File: src/pwmgc_cfg.svh
// offsets, field positions, reset values and timing counts of the pwm generator control block
`ifndef PWMGC_CFG_SVH
`define PWMGC_CFG_SVH
// ----------------------------------------
// register byte offsets
// ----------------------------------------
`define PWMGC_OFF_CTRL 8'h00
`define PWMGC_OFF_PDUTY 8'h04
`define PWMGC_OFF_MODCTL 8'h08
`define PWMGC_OFF_MPER 8'h0C
`define PWMGC_OFF_MDUTY 8'h10
`define PWMGC_OFF_PHASE 8'h14
`define PWMGC_OFF_SDUTY 8'h18
`define PWMGC_OFF_IRQST 8'h1C
`define PWMGC_OFF_IRQMSK 8'h20
// ----------------------------------------
// generator_control field positions
// ----------------------------------------
`define PWMGC_B_FLT_PEND 15
`define PWMGC_B_CL_PEND 14
`define PWMGC_B_TRG_PEND 13
`define PWMGC_B_FLT_IEN 12
`define PWMGC_B_CL_IEN 11
`define PWMGC_B_TRG_IEN 10
`define PWMGC_B_ITB 9
`define PWMGC_B_MASTER_DUTY_SELECT 8
`define PWMGC_B_DTC_HI 7
`define PWMGC_B_DTC_LO 6
`define PWMGC_B_CAM 2
`define PWMGC_B_EXTERNAL_RESET_CONTROL 1
`define PWMGC_B_IUE 0
`define PWMGC_CTRL_WMASK 16'hFFC7
// module_control field positions
`define PWMGC_B_MOD_EN 15
// ----------------------------------------
// reset values and codes
// ----------------------------------------
`define PWMGC_RST_MPER 16'hFFF8
`define PWMGC_DTC_POS 2'h0
`define PWMGC_DTC_NEG 2'h1
`define PWMGC_DTC_OFF 2'h2
`define PWMGC_OM_CMP 2'h0
`define PWMGC_OM_RED 2'h1
`define PWMGC_OM_PP 2'h2
`define PWMGC_OM_IND 2'h3
`define PWMGC_RESP_OKAY 2'h0
`define PWMGC_RESP_SLVERR 2'h2
// ----------------------------------------
// timing
// ----------------------------------------
`define PWMGC_CLK_MHZ 250
`define PWMGC_EDGE_NS 40
`define PWMGC_EDGE_CYC ((`PWMGC_EDGE_NS * `PWMGC_CLK_MHZ) / 1000)
`define PWMGC_COARSE_STEP 3
`endif

File: src/pwmgc_pkg.sv
// types of the pwm generator control block
package pwmgc_pkg;
	// all state of the top module
	typedef struct packed {
		logic [15:0] ctrl;
		logic [15:0] pduty;
		logic [15:0] sduty;
		logic [15:0] mper;
		logic [15:0] mduty;
		logic [15:0] phase;
		logic [15:0] act_h;
		logic [15:0] act_l;
		logic [15:0] cnt;
		logic dir_down;
		logic pp_sel;
		logic mod_en;
		logic [1:0] omode;
		logic [15:0] dt_cnt;
		logic cmp_prev;
		logic hi;
		logic lo;
		logic gen_irq;
		logic [3:0] status;
		logic [3:0] mask;
		logic irq;
		logic aw_held;
		logic [7:0] awaddr;
		logic w_held;
		logic [15:0] wdata;
		logic [1:0] wstrb;
		logic awready;
		logic wready;
		logic bvalid;
		logic [1:0] bresp;
		logic arready;
		logic rvalid;
		logic [1:0] rresp;
		logic [31:0] rdata;
	} pwmgc_state_t;
endpackage

File: src/pwmgc_top.sv
// pwm generator control, duty select, time base and interrupt logic behind an axi4-lite slave
// Functional notes
// - fault event sets fault pending; enable written zero clears it
// - current-limit event sets its pending flag; enable zero clears it
// - trigger event with enable set raises request and pending; enable zero clears
// - independent time base takes period from phase value, else master period
// - master duty select takes duty from master duty, else own duty registers
// - dead-time field: 00 positive, 01 negative, 10 off, 11 reserved
// - center-aligned mode only acts with independent time base set
// - external reset bit lets current-limit source reset independent time base
// - immediate update applies duty at once, otherwise at period boundary
// - primary duty drives high only in independent mode, both outputs otherwise
// - duty near period start or end coarsens to three-count steps
// - primary duty is sixteen-bit read/write, resets to zero
// - module enable turns the time base and both outputs on or off
//
// The AXI4-Lite interface to the registers and the placing of the registers were decided locally.
`include "pwmgc_cfg.svh"
module pwmgc_top
	import pwmgc_pkg::*;
#(
	parameter logic [15:0] DEAD_CYCLES = 16'h0008,
	parameter logic [15:0] EDGE_CYCLES = 16'(`PWMGC_EDGE_CYC)
) (
	input wire logic aclk,
	input wire logic aresetn,
	input wire logic ce,
	input wire logic [7:0] s_axi_awaddr,
	input wire logic s_axi_awvalid,
	output logic s_axi_awready,
	input wire logic [31:0] s_axi_wdata,
	input wire logic [3:0] s_axi_wstrb,
	input wire logic s_axi_wvalid,
	output logic s_axi_wready,
	output logic [1:0] s_axi_bresp,
	output logic s_axi_bvalid,
	input wire logic s_axi_bready,
	input wire logic [7:0] s_axi_araddr,
	input wire logic s_axi_arvalid,
	output logic s_axi_arready,
	output logic [31:0] s_axi_rdata,
	output logic [1:0] s_axi_rresp,
	output logic s_axi_rvalid,
	input wire logic s_axi_rready,
	input wire logic fault_event,
	input wire logic current_limit_event,
	input wire logic trigger_event,
	output logic high_output,
	output logic low_output,
	output logic generator_irq,
	output logic irq
);
	pwmgc_state_t s, n;

	// byte-lane merge for the 16-bit registers
	function automatic logic [15:0] wr16(input logic [15:0] old, input logic [15:0] d, input logic [1:0] st);
		wr16 = old;
		if (st[0]) begin
			wr16[7:0] = d[7:0];
		end
		if (st[1]) begin
			wr16[15:8] = d[15:8];
		end
	endfunction

	// coarse duty near the period edges, dropped to a multiple of three
	function automatic logic [15:0] coarsen(input logic [15:0] d, input logic [15:0] per, input logic [15:0] edge_c);
		coarsen = d;
		if ((d < edge_c) || ({1'b0, d} + {1'b0, edge_c} > {1'b0, per})) begin
			coarsen = d - (d % 16'(`PWMGC_COARSE_STEP));
		end
	endfunction

	logic do_wr;
	logic do_rd;
	logic hit;
	logic [15:0] wv;
	logic [15:0] per;
	logic center;
	logic boundary;
	logic ext_rst;
	logic cmp;
	logic settled;
	logic raw_h;
	logic raw_l;
	logic [15:0] dh;
	logic [15:0] dl;
	logic [15:0] src_h;
	logic [15:0] src_l;
	logic [15:0] rd;
	logic [3:0] ev;
	logic [3:0] rd_clr;
	logic flt_p;
	logic cl_p;
	logic trg_p;

	always_comb begin
		n = s;
		do_wr = 1'b0;
		do_rd = 1'b0;
		hit = 1'b1;
		wv = 16'h0000;
		rd = 16'h0000;
		rd_clr = 4'h0;
		// ----------------------------------------
		// axi4-lite write side
		// ----------------------------------------
		if (s_axi_awvalid && s.awready) begin
			n.aw_held = 1'b1;
			n.awaddr = s_axi_awaddr;
		end
		if (s_axi_wvalid && s.wready) begin
			n.w_held = 1'b1;
			n.wdata = s_axi_wdata[15:0];
			n.wstrb = s_axi_wstrb[1:0];
		end
		if (s.bvalid && s_axi_bready) begin
			n.bvalid = 1'b0;
		end
		// address and data may arrive in either order
		if (s.aw_held && s.w_held && !s.bvalid) begin
			do_wr = 1'b1;
			n.aw_held = 1'b0;
			n.w_held = 1'b0;
			n.bvalid = 1'b1;
		end
		// ----------------------------------------
		// register writes
		// ----------------------------------------
		if (do_wr) begin
			unique case (s.awaddr)
				`PWMGC_OFF_CTRL: begin
					wv = wr16(s.ctrl, s.wdata, s.wstrb);
					// pending bits keep their value unless a zero is written
					n.ctrl = (wv & `PWMGC_CTRL_WMASK) | (s.ctrl & ~(`PWMGC_CTRL_WMASK));
					n.ctrl[`PWMGC_B_FLT_PEND] = s.ctrl[`PWMGC_B_FLT_PEND] & wv[`PWMGC_B_FLT_PEND];
					n.ctrl[`PWMGC_B_CL_PEND] = s.ctrl[`PWMGC_B_CL_PEND] & wv[`PWMGC_B_CL_PEND];
					n.ctrl[`PWMGC_B_TRG_PEND] = s.ctrl[`PWMGC_B_TRG_PEND] & wv[`PWMGC_B_TRG_PEND];
				end
				`PWMGC_OFF_PDUTY: n.pduty = wr16(s.pduty, s.wdata, s.wstrb);
				`PWMGC_OFF_MODCTL: begin
					wv = wr16({s.mod_en, 13'h0000, s.omode}, s.wdata, s.wstrb);
					n.mod_en = wv[`PWMGC_B_MOD_EN];
					n.omode = wv[1:0];
				end
				`PWMGC_OFF_MPER: n.mper = wr16(s.mper, s.wdata, s.wstrb);
				`PWMGC_OFF_MDUTY: n.mduty = wr16(s.mduty, s.wdata, s.wstrb);
				`PWMGC_OFF_PHASE: n.phase = wr16(s.phase, s.wdata, s.wstrb);
				`PWMGC_OFF_SDUTY: n.sduty = wr16(s.sduty, s.wdata, s.wstrb);
				`PWMGC_OFF_IRQST: hit = 1'b1;
				`PWMGC_OFF_IRQMSK: begin
					wv = wr16({12'h000, s.mask}, s.wdata, s.wstrb);
					n.mask = wv[3:0];
				end
				default: hit = 1'b0;
			endcase
			n.bresp = hit ? `PWMGC_RESP_OKAY : `PWMGC_RESP_SLVERR;
		end
		// ----------------------------------------
		// axi4-lite read side
		// ----------------------------------------
		if (s.rvalid && s_axi_rready) begin
			n.rvalid = 1'b0;
		end
		if (s_axi_arvalid && s.arready) begin
			do_rd = 1'b1;
			hit = 1'b1;
			unique case (s_axi_araddr)
				`PWMGC_OFF_CTRL: rd = s.ctrl;
				`PWMGC_OFF_PDUTY: rd = s.pduty;
				`PWMGC_OFF_MODCTL: rd = {s.mod_en, 13'h0000, s.omode};
				`PWMGC_OFF_MPER: rd = s.mper;
				`PWMGC_OFF_MDUTY: rd = s.mduty;
				`PWMGC_OFF_PHASE: rd = s.phase;
				`PWMGC_OFF_SDUTY: rd = s.sduty;
				`PWMGC_OFF_IRQST: begin
					rd = {12'h000, s.status};
					rd_clr = s.status; // reading the status clears what it showed
				end
				`PWMGC_OFF_IRQMSK: rd = {12'h000, s.mask};
				default: hit = 1'b0;
			endcase
			n.rvalid = 1'b1;
			n.rdata = {16'h0000, rd};
			n.rresp = hit ? `PWMGC_RESP_OKAY : `PWMGC_RESP_SLVERR;
		end
		// ----------------------------------------
		// time base
		// ----------------------------------------
		per = s.ctrl[`PWMGC_B_ITB] ? s.phase : s.mper;
		center = s.ctrl[`PWMGC_B_ITB] & s.ctrl[`PWMGC_B_CAM];
		ext_rst = s.ctrl[`PWMGC_B_EXTERNAL_RESET_CONTROL] & s.ctrl[`PWMGC_B_ITB] & current_limit_event;
		boundary = 1'b0;
		if (!s.mod_en) begin
			// disabled generator holds its counter at the start
			n.cnt = 16'h0000;
			n.dir_down = 1'b0;
		end else if (ext_rst) begin
			n.cnt = 16'h0000;
			n.dir_down = 1'b0;
			boundary = 1'b1;
		end else if (center) begin
			if (!s.dir_down) begin
				n.cnt = s.cnt + 16'h0001;
				n.dir_down = (s.cnt + 16'h0001 >= per);
			end else if (s.cnt <= 16'h0001) begin
				n.cnt = 16'h0000;
				n.dir_down = 1'b0;
				boundary = 1'b1;
			end else begin
				n.cnt = s.cnt - 16'h0001;
			end
		end else if (s.cnt >= per) begin
			n.cnt = 16'h0000;
			boundary = 1'b1;
		end else begin
			n.cnt = s.cnt + 16'h0001;
		end
		if (boundary) begin
			n.pp_sel = ~s.pp_sel;
		end
		// ----------------------------------------
		// duty source and update timing
		// ----------------------------------------
		src_h = s.ctrl[`PWMGC_B_MASTER_DUTY_SELECT] ? s.mduty : s.pduty;
		src_l = s.ctrl[`PWMGC_B_MASTER_DUTY_SELECT] ? s.mduty : s.sduty;
		// synchronised loads avoid a glitch pulse mid-period
		if (s.ctrl[`PWMGC_B_IUE] || boundary || !s.mod_en) begin
			n.act_h = src_h;
			n.act_l = src_l;
		end
		dh = coarsen(s.act_h, per, EDGE_CYCLES);
		dl = coarsen(s.act_l, per, EDGE_CYCLES);
		// ----------------------------------------
		// output shaping
		// ----------------------------------------
		cmp = s.cnt < dh;
		unique case (s.omode)
			`PWMGC_OM_CMP: begin
				raw_h = cmp;
				raw_l = ~cmp;
			end
			`PWMGC_OM_RED: begin
				raw_h = cmp;
				raw_l = cmp;
			end
			`PWMGC_OM_PP: begin
				raw_h = cmp & ~s.pp_sel;
				raw_l = cmp & s.pp_sel;
			end
			default: begin
				raw_h = cmp;
				raw_l = s.cnt < dl;
			end
		endcase
		// dead-time window restarts on each comparator edge
		n.cmp_prev = cmp;
		if (cmp != s.cmp_prev) begin
			n.dt_cnt = 16'h0000;
		end else if (s.dt_cnt < DEAD_CYCLES) begin
			n.dt_cnt = s.dt_cnt + 16'h0001;
		end
		settled = (s.dt_cnt >= DEAD_CYCLES) && (cmp == s.cmp_prev);
		unique case (s.ctrl[`PWMGC_B_DTC_HI:`PWMGC_B_DTC_LO])
			`PWMGC_DTC_POS: begin
				n.hi = raw_h & settled;
				n.lo = raw_l & settled;
			end
			`PWMGC_DTC_NEG: begin
				n.hi = raw_h | ~settled;
				n.lo = raw_l | ~settled;
			end
			default: begin
				// reserved code behaves as dead time off
				n.hi = raw_h;
				n.lo = raw_l;
			end
		endcase
		if (!s.mod_en) begin
			n.hi = 1'b0;
			n.lo = 1'b0;
		end
		// ----------------------------------------
		// pending flags and interrupts
		// ----------------------------------------
		// an enable at zero holds its flag clear; an event beats a written zero
		flt_p = n.ctrl[`PWMGC_B_FLT_PEND] | fault_event;
		cl_p = n.ctrl[`PWMGC_B_CL_PEND] | current_limit_event;
		trg_p = n.ctrl[`PWMGC_B_TRG_PEND] | trigger_event;
		n.ctrl[`PWMGC_B_FLT_PEND] = flt_p & n.ctrl[`PWMGC_B_FLT_IEN];
		n.ctrl[`PWMGC_B_CL_PEND] = cl_p & n.ctrl[`PWMGC_B_CL_IEN];
		n.ctrl[`PWMGC_B_TRG_PEND] = trg_p & n.ctrl[`PWMGC_B_TRG_IEN];
		n.gen_irq = (n.ctrl[`PWMGC_B_FLT_PEND] & n.ctrl[`PWMGC_B_FLT_IEN])
			| (n.ctrl[`PWMGC_B_CL_PEND] & n.ctrl[`PWMGC_B_CL_IEN])
			| (n.ctrl[`PWMGC_B_TRG_PEND] & n.ctrl[`PWMGC_B_TRG_IEN]);
		ev = {boundary & s.mod_en, trigger_event, current_limit_event, fault_event};
		n.status = (s.status & ~rd_clr) | ev; // set wins over the read clear
		n.irq = |(n.status & n.mask);
		// ready flags look at the next state so a held item blocks the next
		n.awready = !n.aw_held && !n.bvalid;
		n.wready = !n.w_held && !n.bvalid;
		n.arready = !n.rvalid;
	end

	// single state register, frozen while ce is low
	always_ff @(posedge aclk) begin
		if (!aresetn) begin
			s <= '0;
			s.mper <= `PWMGC_RST_MPER;
		end else if (ce) begin
			s <= n;
		end
	end

	// outputs straight from the state flops
	assign s_axi_awready = s.awready;
	assign s_axi_wready = s.wready;
	assign s_axi_bvalid = s.bvalid;
	assign s_axi_bresp = s.bresp;
	assign s_axi_arready = s.arready;
	assign s_axi_rvalid = s.rvalid;
	assign s_axi_rresp = s.rresp;
	assign s_axi_rdata = s.rdata;
	assign high_output = s.hi;
	assign low_output = s.lo;
	assign generator_irq = s.gen_irq;
	assign irq = s.irq;
endmodule

File: config.mk
export PLATFORM = sky130hd
export DESIGN_NAME = pwmgc_top
export DESIGN_NICKNAME = d
export VERILOG_FILES = /design/src/pwmgc_pkg.sv /design/src/pwmgc_top.sv
export VERILOG_INCLUDE_DIRS = /design/src
export SDC_FILE = /design/constraint.sdc
export NUM_CORES = 1
export LEC_CHECK = 0
export BUFFER_PORTS_ARGS = -buffer_cell sky130_fd_sc_hd__buf_2
export CORE_MARGIN = 2
export CORE_UTILIZATION = 40
export DETAILED_ROUTE_END_ITERATION = 7
export PLACE_DENSITY = 0.57
export SLEW_MARGIN = 20
export SYNTH_ARGS = -nofsm -noshare
export SYNTH_HDL_FRONTEND = slang
export SYNTH_SLANG_ARGS = --single-unit
File: constraint.sdc
create_clock -name aclk -period 22.5 [get_ports aclk]
set_clock_uncertainty 0.05 [all_clocks]
set_input_delay 4.5 -clock aclk [delete_from_list [all_inputs] [get_ports aclk]]
set_output_delay 4.5 -clock aclk [all_outputs]
set_load 0.05 [all_outputs]
==> results of run 1 <==
[metrics by stage]
stage               area [µm²]  util (%)  hold WS [ns]  setup slack [ns]
detailed placement       18500      41.8         0.417             10.81
floorplan                18000         -         0.392             13.07
global placement         18500      41.8         0.407             10.88
global route             19400      43.7         0.449              9.76
finish                   19400      43.7         0.425             10.62
CTS                      19400      43.7         0.430             10.78
[cell usage in the layout, fill, tap and decap left out, types with 49 or more instances in the layout]
master    count
nand2_1     234
dfxtp_1     225
mux2i_1     180
nor2_1      142
ha_1        137
nor2b_1     129
a21oi_1     106
o21ai_0      92
buf_2        70
xnor2_1      61
inv_1        56
a21boi_0     49
[final cells by class]
| class | count | area (µm²) |
|---|---|---|
| Timing Repair Buffer | 90 | 500 |
| Multi-Input combinational cell | 1777 | 12500 |
| Clock inverter | 9 | 106 |
| Fill cell | 4505 | 24900 |
| Sequential cell | 226 | 4530 |
| Clock buffer | 39 | 771 |
| Tap cell | 592 | 741 |
| Inverter | 56 | 210 |
[how the worst max path moves through the flow]
stage,endpoint,slack (ns),cells past startpoint
after floorplan,s[82]$_SDFFE_PN0P_,13.07,50
after global placement,s[94]$_SDFFE_PN0P_,10.88,47
after detailed placement,s[94]$_SDFFE_PN0P_,10.81,47
after CTS,s[94]$_SDFFE_PN0P_,10.78,47
after global routing,s[94]$_SDFFE_PN0P_,9.76,47
final,s[94]$_SDFFE_PN0P_,10.62,47
[routing by layer]
layer / vias to the layer above / global-route usage (%) / wire (µm)
met5: - / 0 / 0
met4: 0 / 6.67 / 1510
met3: 87 / 2.05 / 2600
met2: 436 / 36.6 / 24500
met1: 7604 / 30.6 / 25000
li1: 7851 / - / -
[cell families (layout without fill, tap and decap cells)]
kind of cell | count (synthesis) | in the layout | synth area share (%)
adder cells (fa/ha/maj) | 139 | 139 | 9.75
other | 1 | 18 | 0.0208
XOR/XNOR | 96 | 96 | 4.72
AO/OA/AOI/OAI | 544 | 544 | 21.6
buffers and inverters | 226 | 194 | 5.68
AND/OR/NAND/NOR | 793 | 793 | 22.6
multiplexers | 187 | 187 | 10.5
flip-flops | 226 | 226 | 25.2
[tightest hold or removal path: stages (launching register included)]
cell and delay [ns]:
dfxtp_1 0.32, a41oi_1 0.04, nor2_1 0.07
[power groups by stage]
stage                     logic (µW)  clock network [µW]  registers [µW]
after floorplan                  332                   0             422
after global placement           389                   0             430
after detailed placement         397                   0             430
after CTS                        400                 439             421
after global routing             450                 456             423
final                            402                 431             422
==> flow_summary.rst, run 1 <==
.. list-table::
   :header-rows: 1

   * - Metric
     - Value
   * - Crit path DAT
     - between 10 and 15 ns
   * - Result of the run
     - finished, final reports clean
   * - Cell area after synthesis
     - between 15000 and 20000 µm²
   * - Leading cell types by count after synthesis
     - nand2_1, dfxtp_1, mux2i_1
   * - Site row count
     - 77
   * - Reg2reg start
     - s[146]$_SDFFE_PN0P_
   * - Power after layout
     - 1260 µW
   * - Sw Pwr
     - 418 µW
   * - Combinational group share of total power
     - 32.0%
   * - Per-instance average area after synthesis
     - between 8 and 9 µm²
   * - Critical path launch point
     - s[146]$_SDFFE_PN0P_
   * - Setup TNS
     - 0 ns
   * - Worst min-delay path category
     - flop to flop
   * - Ratio of final minimum period to clock period
     - a little over half
   * - Cell repeated most along the worst path
     - a21o_1
   * - Number of enable flip-flop cells after synthesis
     - 0
   * - Sequential element share of the synthesized area
     - between 20% and 30%
   * - Time the final worst path needs with I/O delays and setup
     - between 10 and 15 ns
   * - Clock input transition at the sequential cells of the worst setup and hold paths
     - 0.06 ns
   * - Synth area leaders
     - dfxtp_1, mux2i_1, ha_1, nand2_1, nor2b_1
   * - Final-report hold violation count
     - 0
   * - Net count of the finished layout
     - around 2400
   * - Internal power component
     - ~840 µW
   * - P&R area growth vs syn
     - 7.77%
   * - Largest net degree at the start of global routing
     - roughly 130
   * - Via-to-Cell Ratio
     - 5.73
   * - Share of layout cells above drive strength 1
     - 8.74%
   * - Antenna viol nets, final
     - 0
   * - Antenna violations before repair
     - 0
   * - Post-cts gate resize count
     - 0
   * - Fraction of synthesis flops using an asynchronous set or reset pin
     - 0%
   * - Top register by number of flip-flops
     - s
   * - Largest driver fanout on the critical path
     - 20
   * - Detailed-route via count
     - roughly 16000
   * - Number of register bits inferred by synthesis
     - between 200 and 250
   * - Iter 0 DRT Violations
     - around 1200
   * - Global routing usage summed across all routing layers
     - 22.2%
   * - First-pass GRT wire length
     - between 80000 and 90000 µm
   * - Peak supply drop
     - approximately 0.062 mV
   * - First-pass DRT Iterations
     - 5
   * - Maximum operating frequency
     - around 0.084 GHz
   * - # Max-Cap Violations
     - 0
   * - H-tree depth
     - 1
   * - Remaining max-slew budget at the tightest pin
     - between 20% and 30%
   * - Master of the slowest instance on the critical path
     - dfxtp_1
   * - Pin slew with the least headroom to its limit
     - approximately 1.2 ns
   * - Global placement routability congestion
     - 0.864
   * - Placed wire-length estimate
     - slightly below 40000 µm
   * - Yosys top cell by area
     - dfxtp_1
   * - Power density of the placed cells
     - about 65 nW/µm²
   * - Non-Filler Instances
     - ~2800
   * - Delay of the slowest cell on the worst path
     - roughly 0.77 ns
   * - Final global-route overflow total
     - 0
   * - Flop-to-flop setup slack
     - approximately 11 ns
   * - Launch point of the worst hold path
     - s[97]$_SDFFE_PN0P_
   * - Starting utilization of the core area
     - 40.6%
   * - Final setup violation count
     - 0
   * - Worst-case clock buffer depth
     - 3
   * - Buf/Inv on CP
     - 0
   * - Leakage
     - 0.00840 µW
   * - Yosys Warn Count
     - 0
   * - Total of hold buffers inserted after clock tree synthesis
     - 0
   * - Worst reg2reg endpoint
     - s[94]$_SDFFE_PN0P_
   * - Hold path cells
     - 2
   * - Main synth FF type
     - dfxtp_1
   * - Crit-path leading delay family
     - compound AO/OA/AOI/OAI gates
   * - Fraction of synthesized cell area taken by the top area cell type
     - roughly a quarter
   * - Die boundary width
     - approximately 220 µm
   * - Count of cell types in the netlist
     - just over 100
   * - Diodes inserted
     - 0
   * - Overall die area
     - between 40000 and 50000 µm²
   * - Number of buffers inserted to repair setup after CTS
     - 0
   * - Post-route DRC violation count
     - 0
   * - Number of placed instances with taps included
     - 2741
   * - Total clock sinks
     - around 230
   * - Hold-critical path endpoint
     - s[97]$_SDFFE_PN0P_
   * - Setup crit end kind
     - flop
   * - Via count of the first global-routing pass
     - ~15000
   * - Die H
     - between 200 and 250 µm
   * - Power share of the sequential group
     - between 30% and 40%
   * - Std-Cell Core Area
     - between 40000 and 50000 µm²
   * - Routed WL per cell
     - 19.2 µm
   * - Total count of max-transition violations in the final report
     - 0
   * - Max reg flops
     - between 150 and 200
   * - Clock latency reported for the late side of the worst-skew pair
     - approximately 0.54 ns
   * - Count leader, synth
     - nand2_1
   * - Count of input and output buffers
     - between 70 and 80
   * - RSZ-0062 raised after global routing
     - false
   * - Final wirelength
     - 53600 µm
   * - Share of power burned in the clock network
     - about 34%
   * - Post-synthesis cell count
     - ~2200
   * - Switching power as a share of total power
     - 33.3%
   * - Io pins
     - around 110
   * - Logic depth of the worst register-to-register path
     - between 40 and 50
   * - Cell at the root of the clock tree
     - clkbuf_16
   * - WS Path Type
     - flop to flop
   * - CTS tree
     - built
   * - CP startpoint kind
     - flop
   * - TritonCTS buffer count
     - 27
   * - Endpoint required time on the critical path
     - 22.86 ns
Note: power is estimated with default switching activity, not from simulation.
==> run 2, diff against run 1 <==
ABC_AREA = 1   (was default)
PLACE_DENSITY = 0.6   (was 0.57)
clock period = 9.8 ns   (was 22.5 ns; I/O delays follow)
==> run 2 against run 1 <==
Synthesized cell count grew 5.6%. Area after synthesis fell by 10%. Non-clock buffer count grew 22.
==> flow_summary.rst, run 2 <==
.. list-table::
   :header-rows: 1

   * - Metric
     - Value
   * - Count of cell types in the netlist
     - between 60 and 70
   * - Fraction of synthesized cell area taken by the top area cell type
     - between 20% and 30%
   * - Max reg flops
     - roughly 200
   * - Setup crit end kind
     - flop
   * - Die H
     - approximately 200 µm
   * - Hold path cells
     - 2
   * - Die boundary width
     - 205 µm
   * - Crit path DAT
     - 9.18 ns
   * - Yosys Warn Count
     - 0
   * - Fraction of synthesis flops using an asynchronous set or reset pin
     - 0%
   * - Commonest non-fill, non-tap cell in the layout
     - nand2_1
   * - Leakage
     - between 0.007 and 0.008 µW
   * - Internal power component
     - 1920 µW
   * - Number of enable flip-flop cells after synthesis
     - 0
   * - First-pass DRT Iterations
     - 6
   * - Detailed-route via count
     - around 16000
   * - Multiplexer share of the synthesized area
     - less than 1%
   * - Crit-path leading delay family
     - simple AND/OR/NAND/NOR gates
   * - Largest driver fanout on the critical path
     - 11
   * - First-pass GRT wire length
     - between 70000 and 80000 µm
   * - # Max-Cap Violations
     - 0
   * - Maximum operating frequency
     - between 0.1 and 0.15 GHz
   * - Post-route DRC violation count
     - 0
   * - Delay of the slowest cell on the worst path
     - 0.47 ns
   * - H-tree depth
     - 1
   * - Number of register bits inferred by synthesis
     - around 230
   * - Yosys top cell by area
     - dfxtp_1
   * - Final wirelength
     - around 50000 µm
   * - Final global-route overflow total
     - 0
   * - Dominant combinational cell family by area after synthesis
     - compound AO/OA/AOI/OAI gates
   * - Peak supply drop
     - between 0.1 and 0.15 mV
   * - TritonCTS buffer count
     - 24
   * - Adder-Cell Fraction of Synth Area
     - between 10 and 15%
   * - Count leader, synth
     - nand2_1
   * - Remaining max-slew budget at the tightest pin
     - between 20% and 30%
   * - Sw Pwr
     - around 1100 µW
   * - Total of hold buffers inserted after clock tree synthesis
     - 0
   * - Share of layout cells above drive strength 1
     - a little over a tenth
   * - Count of input and output buffers
     - 71
   * - Placed wire-length estimate
     - 37300 µm
   * - Commonest cells after routing, fill and taps aside
     - nand2_1, inv_1, o21ai_0
   * - Flop-to-flop setup slack
     - 0.97 ns
   * - Combinational group share of total power
     - 37.3%
   * - Clock input transition at the sequential cells of the worst setup and hold paths
     - roughly 0.070 ns
   * - Worst reg2reg endpoint
     - s[83]$_SDFFE_PN0P_
   * - Sequential element share of the synthesized area
     - 28.1%
   * - P&R area growth vs syn
     - 10.0%
   * - Worst-case clock buffer depth
     - 3
   * - Post-synthesis cell count
     - between 2000 and 2500
   * - Via count of the first global-routing pass
     - around 15000
   * - WS Path Type
     - flop to flop
   * - Routed WL per cell
     - 17.3 µm
   * - Core occupancy in the finished layout
     - between 40% and 50%
   * - Final setup violation count
     - 0
   * - Via-to-Cell Ratio
     - 5.40
   * - Endpoint required time on the critical path
     - about 10 ns
   * - CP startpoint kind
     - flop
   * - Cell area after synthesis
     - 16100 µm²
   * - Total clock sinks
     - between 200 and 250
   * - Pin slew with the least headroom to its limit
     - ~1.1 ns
   * - Share of power burned in the clock network
     - between 30% and 40%
   * - Number of inserted filler cells in the final layout
     - around 4100
   * - Buf/Inv on CP
     - 5
   * - Final-report hold violation count
     - 0
   * - Antenna violations before repair
     - 0
   * - Total count of max-transition violations in the final report
     - 0
   * - Io pins
     - around 110
   * - Antenna viol nets, final
     - 0
   * - Clock latency reported for the late side of the worst-skew pair
     - 0.54 ns
   * - Ratio of final minimum period to clock period
     - 90.1%
   * - Iter 0 DRT Violations
     - around 1100
   * - Time the final worst path needs with I/O delays and setup
     - just under 9 ns
   * - Diodes inserted
     - 0
   * - Synth area leaders
     - dfxtp_1, ha_1, nand2_1, o21ai_0, a21oi_1
   * - Power after layout
     - 3040 µW
   * - Largest net degree at the start of global routing
     - slightly above 100
   * - Overall die area
     - about 42000 µm²
   * - Post-synthesis share of cell area spent on xor and xnor gates
     - under 10%
   * - Power density of the placed cells
     - 172 nW/µm²
   * - Std-Cell Core Area
     - ~40000 µm²
   * - Cell repeated most along the worst path
     - nand2_1
   * - Top register by number of flip-flops
     - s
   * - Site row count
     - 73
   * - CTS tree
     - built
   * - Basic-gate share of the synthesized area counting and, or, nand and nor cells
     - a little under a quarter
   * - Logic depth of the worst register-to-register path
     - between 60 and 70
   * - Main synth FF type
     - dfxtp_1
   * - Net count of the finished layout
     - approximately 2600
   * - Setup TNS
     - 0 ns
   * - Master of the slowest instance on the critical path
     - fa_1
   * - Area occupied by multi-input gates
     - between 10000 and 15000 µm²
   * - Global routing usage summed across all routing layers
     - between 20% and 30%
   * - Per-instance average area after synthesis
     - ~7 µm²
   * - Complex-gate fraction of the synthesized area
     - between 20% and 30%
   * - Sequential cell area
     - between 4000 and 5000 µm²
   * - Result of the run
     - finished, final reports clean
   * - Cell at the root of the clock tree
     - clkbuf_16
   * - Switching power as a share of total power
     - between 30% and 40%
   * - Hold-critical path endpoint
     - s[93]$_SDFFE_PN0P_
   * - Launch point of the worst hold path
     - s[93]$_SDFFE_PN0P_
   * - Leading cell types by count after synthesis
     - nand2_1, inv_1, o21ai_0
   * - Worst min-delay path category
     - flop to flop
   * - Global placement routability congestion
     - approximately 0.9
   * - Power share of the sequential group
     - between 30% and 40%
   * - Reg2reg start
     - s[150]$_SDFFE_PN0P_
   * - Starting utilization of the core area
     - around two fifths
## run 2: power groups by stage
stage / clock network, µW / registers (µW) / logic (µW)
after global placement: 0 / 979 / 1060
final: 948 / 960 / 1130
after global routing: 997 / 962 / 1280
after detailed placement: 0 / 980 / 1090
after floorplan: 0 / 975 / 909
after CTS: 963 / 959 / 1100
## run 2: worst min-delay path, cell delays in order (launching register included)
cell     delay, ns
dfxtp_1       0.31
nand2_1       0.06
nor2_1        0.03
## run 2: through the flow
step,hold WS (ns),cell area [µm²],instances,worst slack [ns]
after CTS,0.387,17600,2895,0.615
after global placement,0.375,16800,2853,0.952
after global routing,0.406,17700,2902,-0.0593
after floorplan,0.367,16200,2353,1.95
after detailed placement,0.377,16800,2853,0.661
final,0.386,17700,2902,0.974
## run 2: what timing repair did
action | in CTS | in global routing
setup buffers | 0 | 6
endpoints found under the setup margin | 0 | 18
gates resized for setup | 0 | 15
## run 2: worst max-delay path by stage
stage	startpoint	endpoint	slack, ns	depth (start not counted)
6_report	s[150]$_SDFFE_PN0P_	s[83]$_SDFFE_PN0P_	0.97	68
3_5_place_dp	s[150]$_SDFFE_PN0P_	s[83]$_SDFFE_PN0P_	0.66	68
2_1_floorplan	s[150]$_SDFFE_PN0P_	s[83]$_SDFFE_PN0P_	1.95	68
3_3_place_gp	s[150]$_SDFFE_PN0P_	s[83]$_SDFFE_PN0P_	0.95	74
5_1_grt	s[150]$_SDFFE_PN0P_	s[89]$_SDFFE_PN0P_	-0.06	75
4_1_cts	s[150]$_SDFFE_PN0P_	s[83]$_SDFFE_PN0P_	0.61	74
## run 2: kinds of logic after synthesis
kind of cell | Yosys count
other | 1
xor gates and xnor gates | 79
AOI/OAI and AO/OA | 651
buffers and inverters | 400
and+or+nand+nor | 838
adders and majority gates | 139
DFF | 226
muxes | 2
## run 2: layout make-up
type                    instances  area share, %
multi-input cells            1727           56.7
inverters                     270           5.74
clock inverters                 6          0.529
clock buffers                  36           4.04
repair buffers                112           3.77
flip-flops and latches        226           25.5
well taps                     525           3.70
## run 2: metal layers
layer / vias up / routed length [µm] / track usage (%)
met5: - / 0 / 0
met4: 0 / 1400 / 7.04
met3: 88 / 2860 / 2.66
met2: 447 / 23500 / 40.2
met1: 7197 / 22600 / 31.2
li1: 7944 / - / -
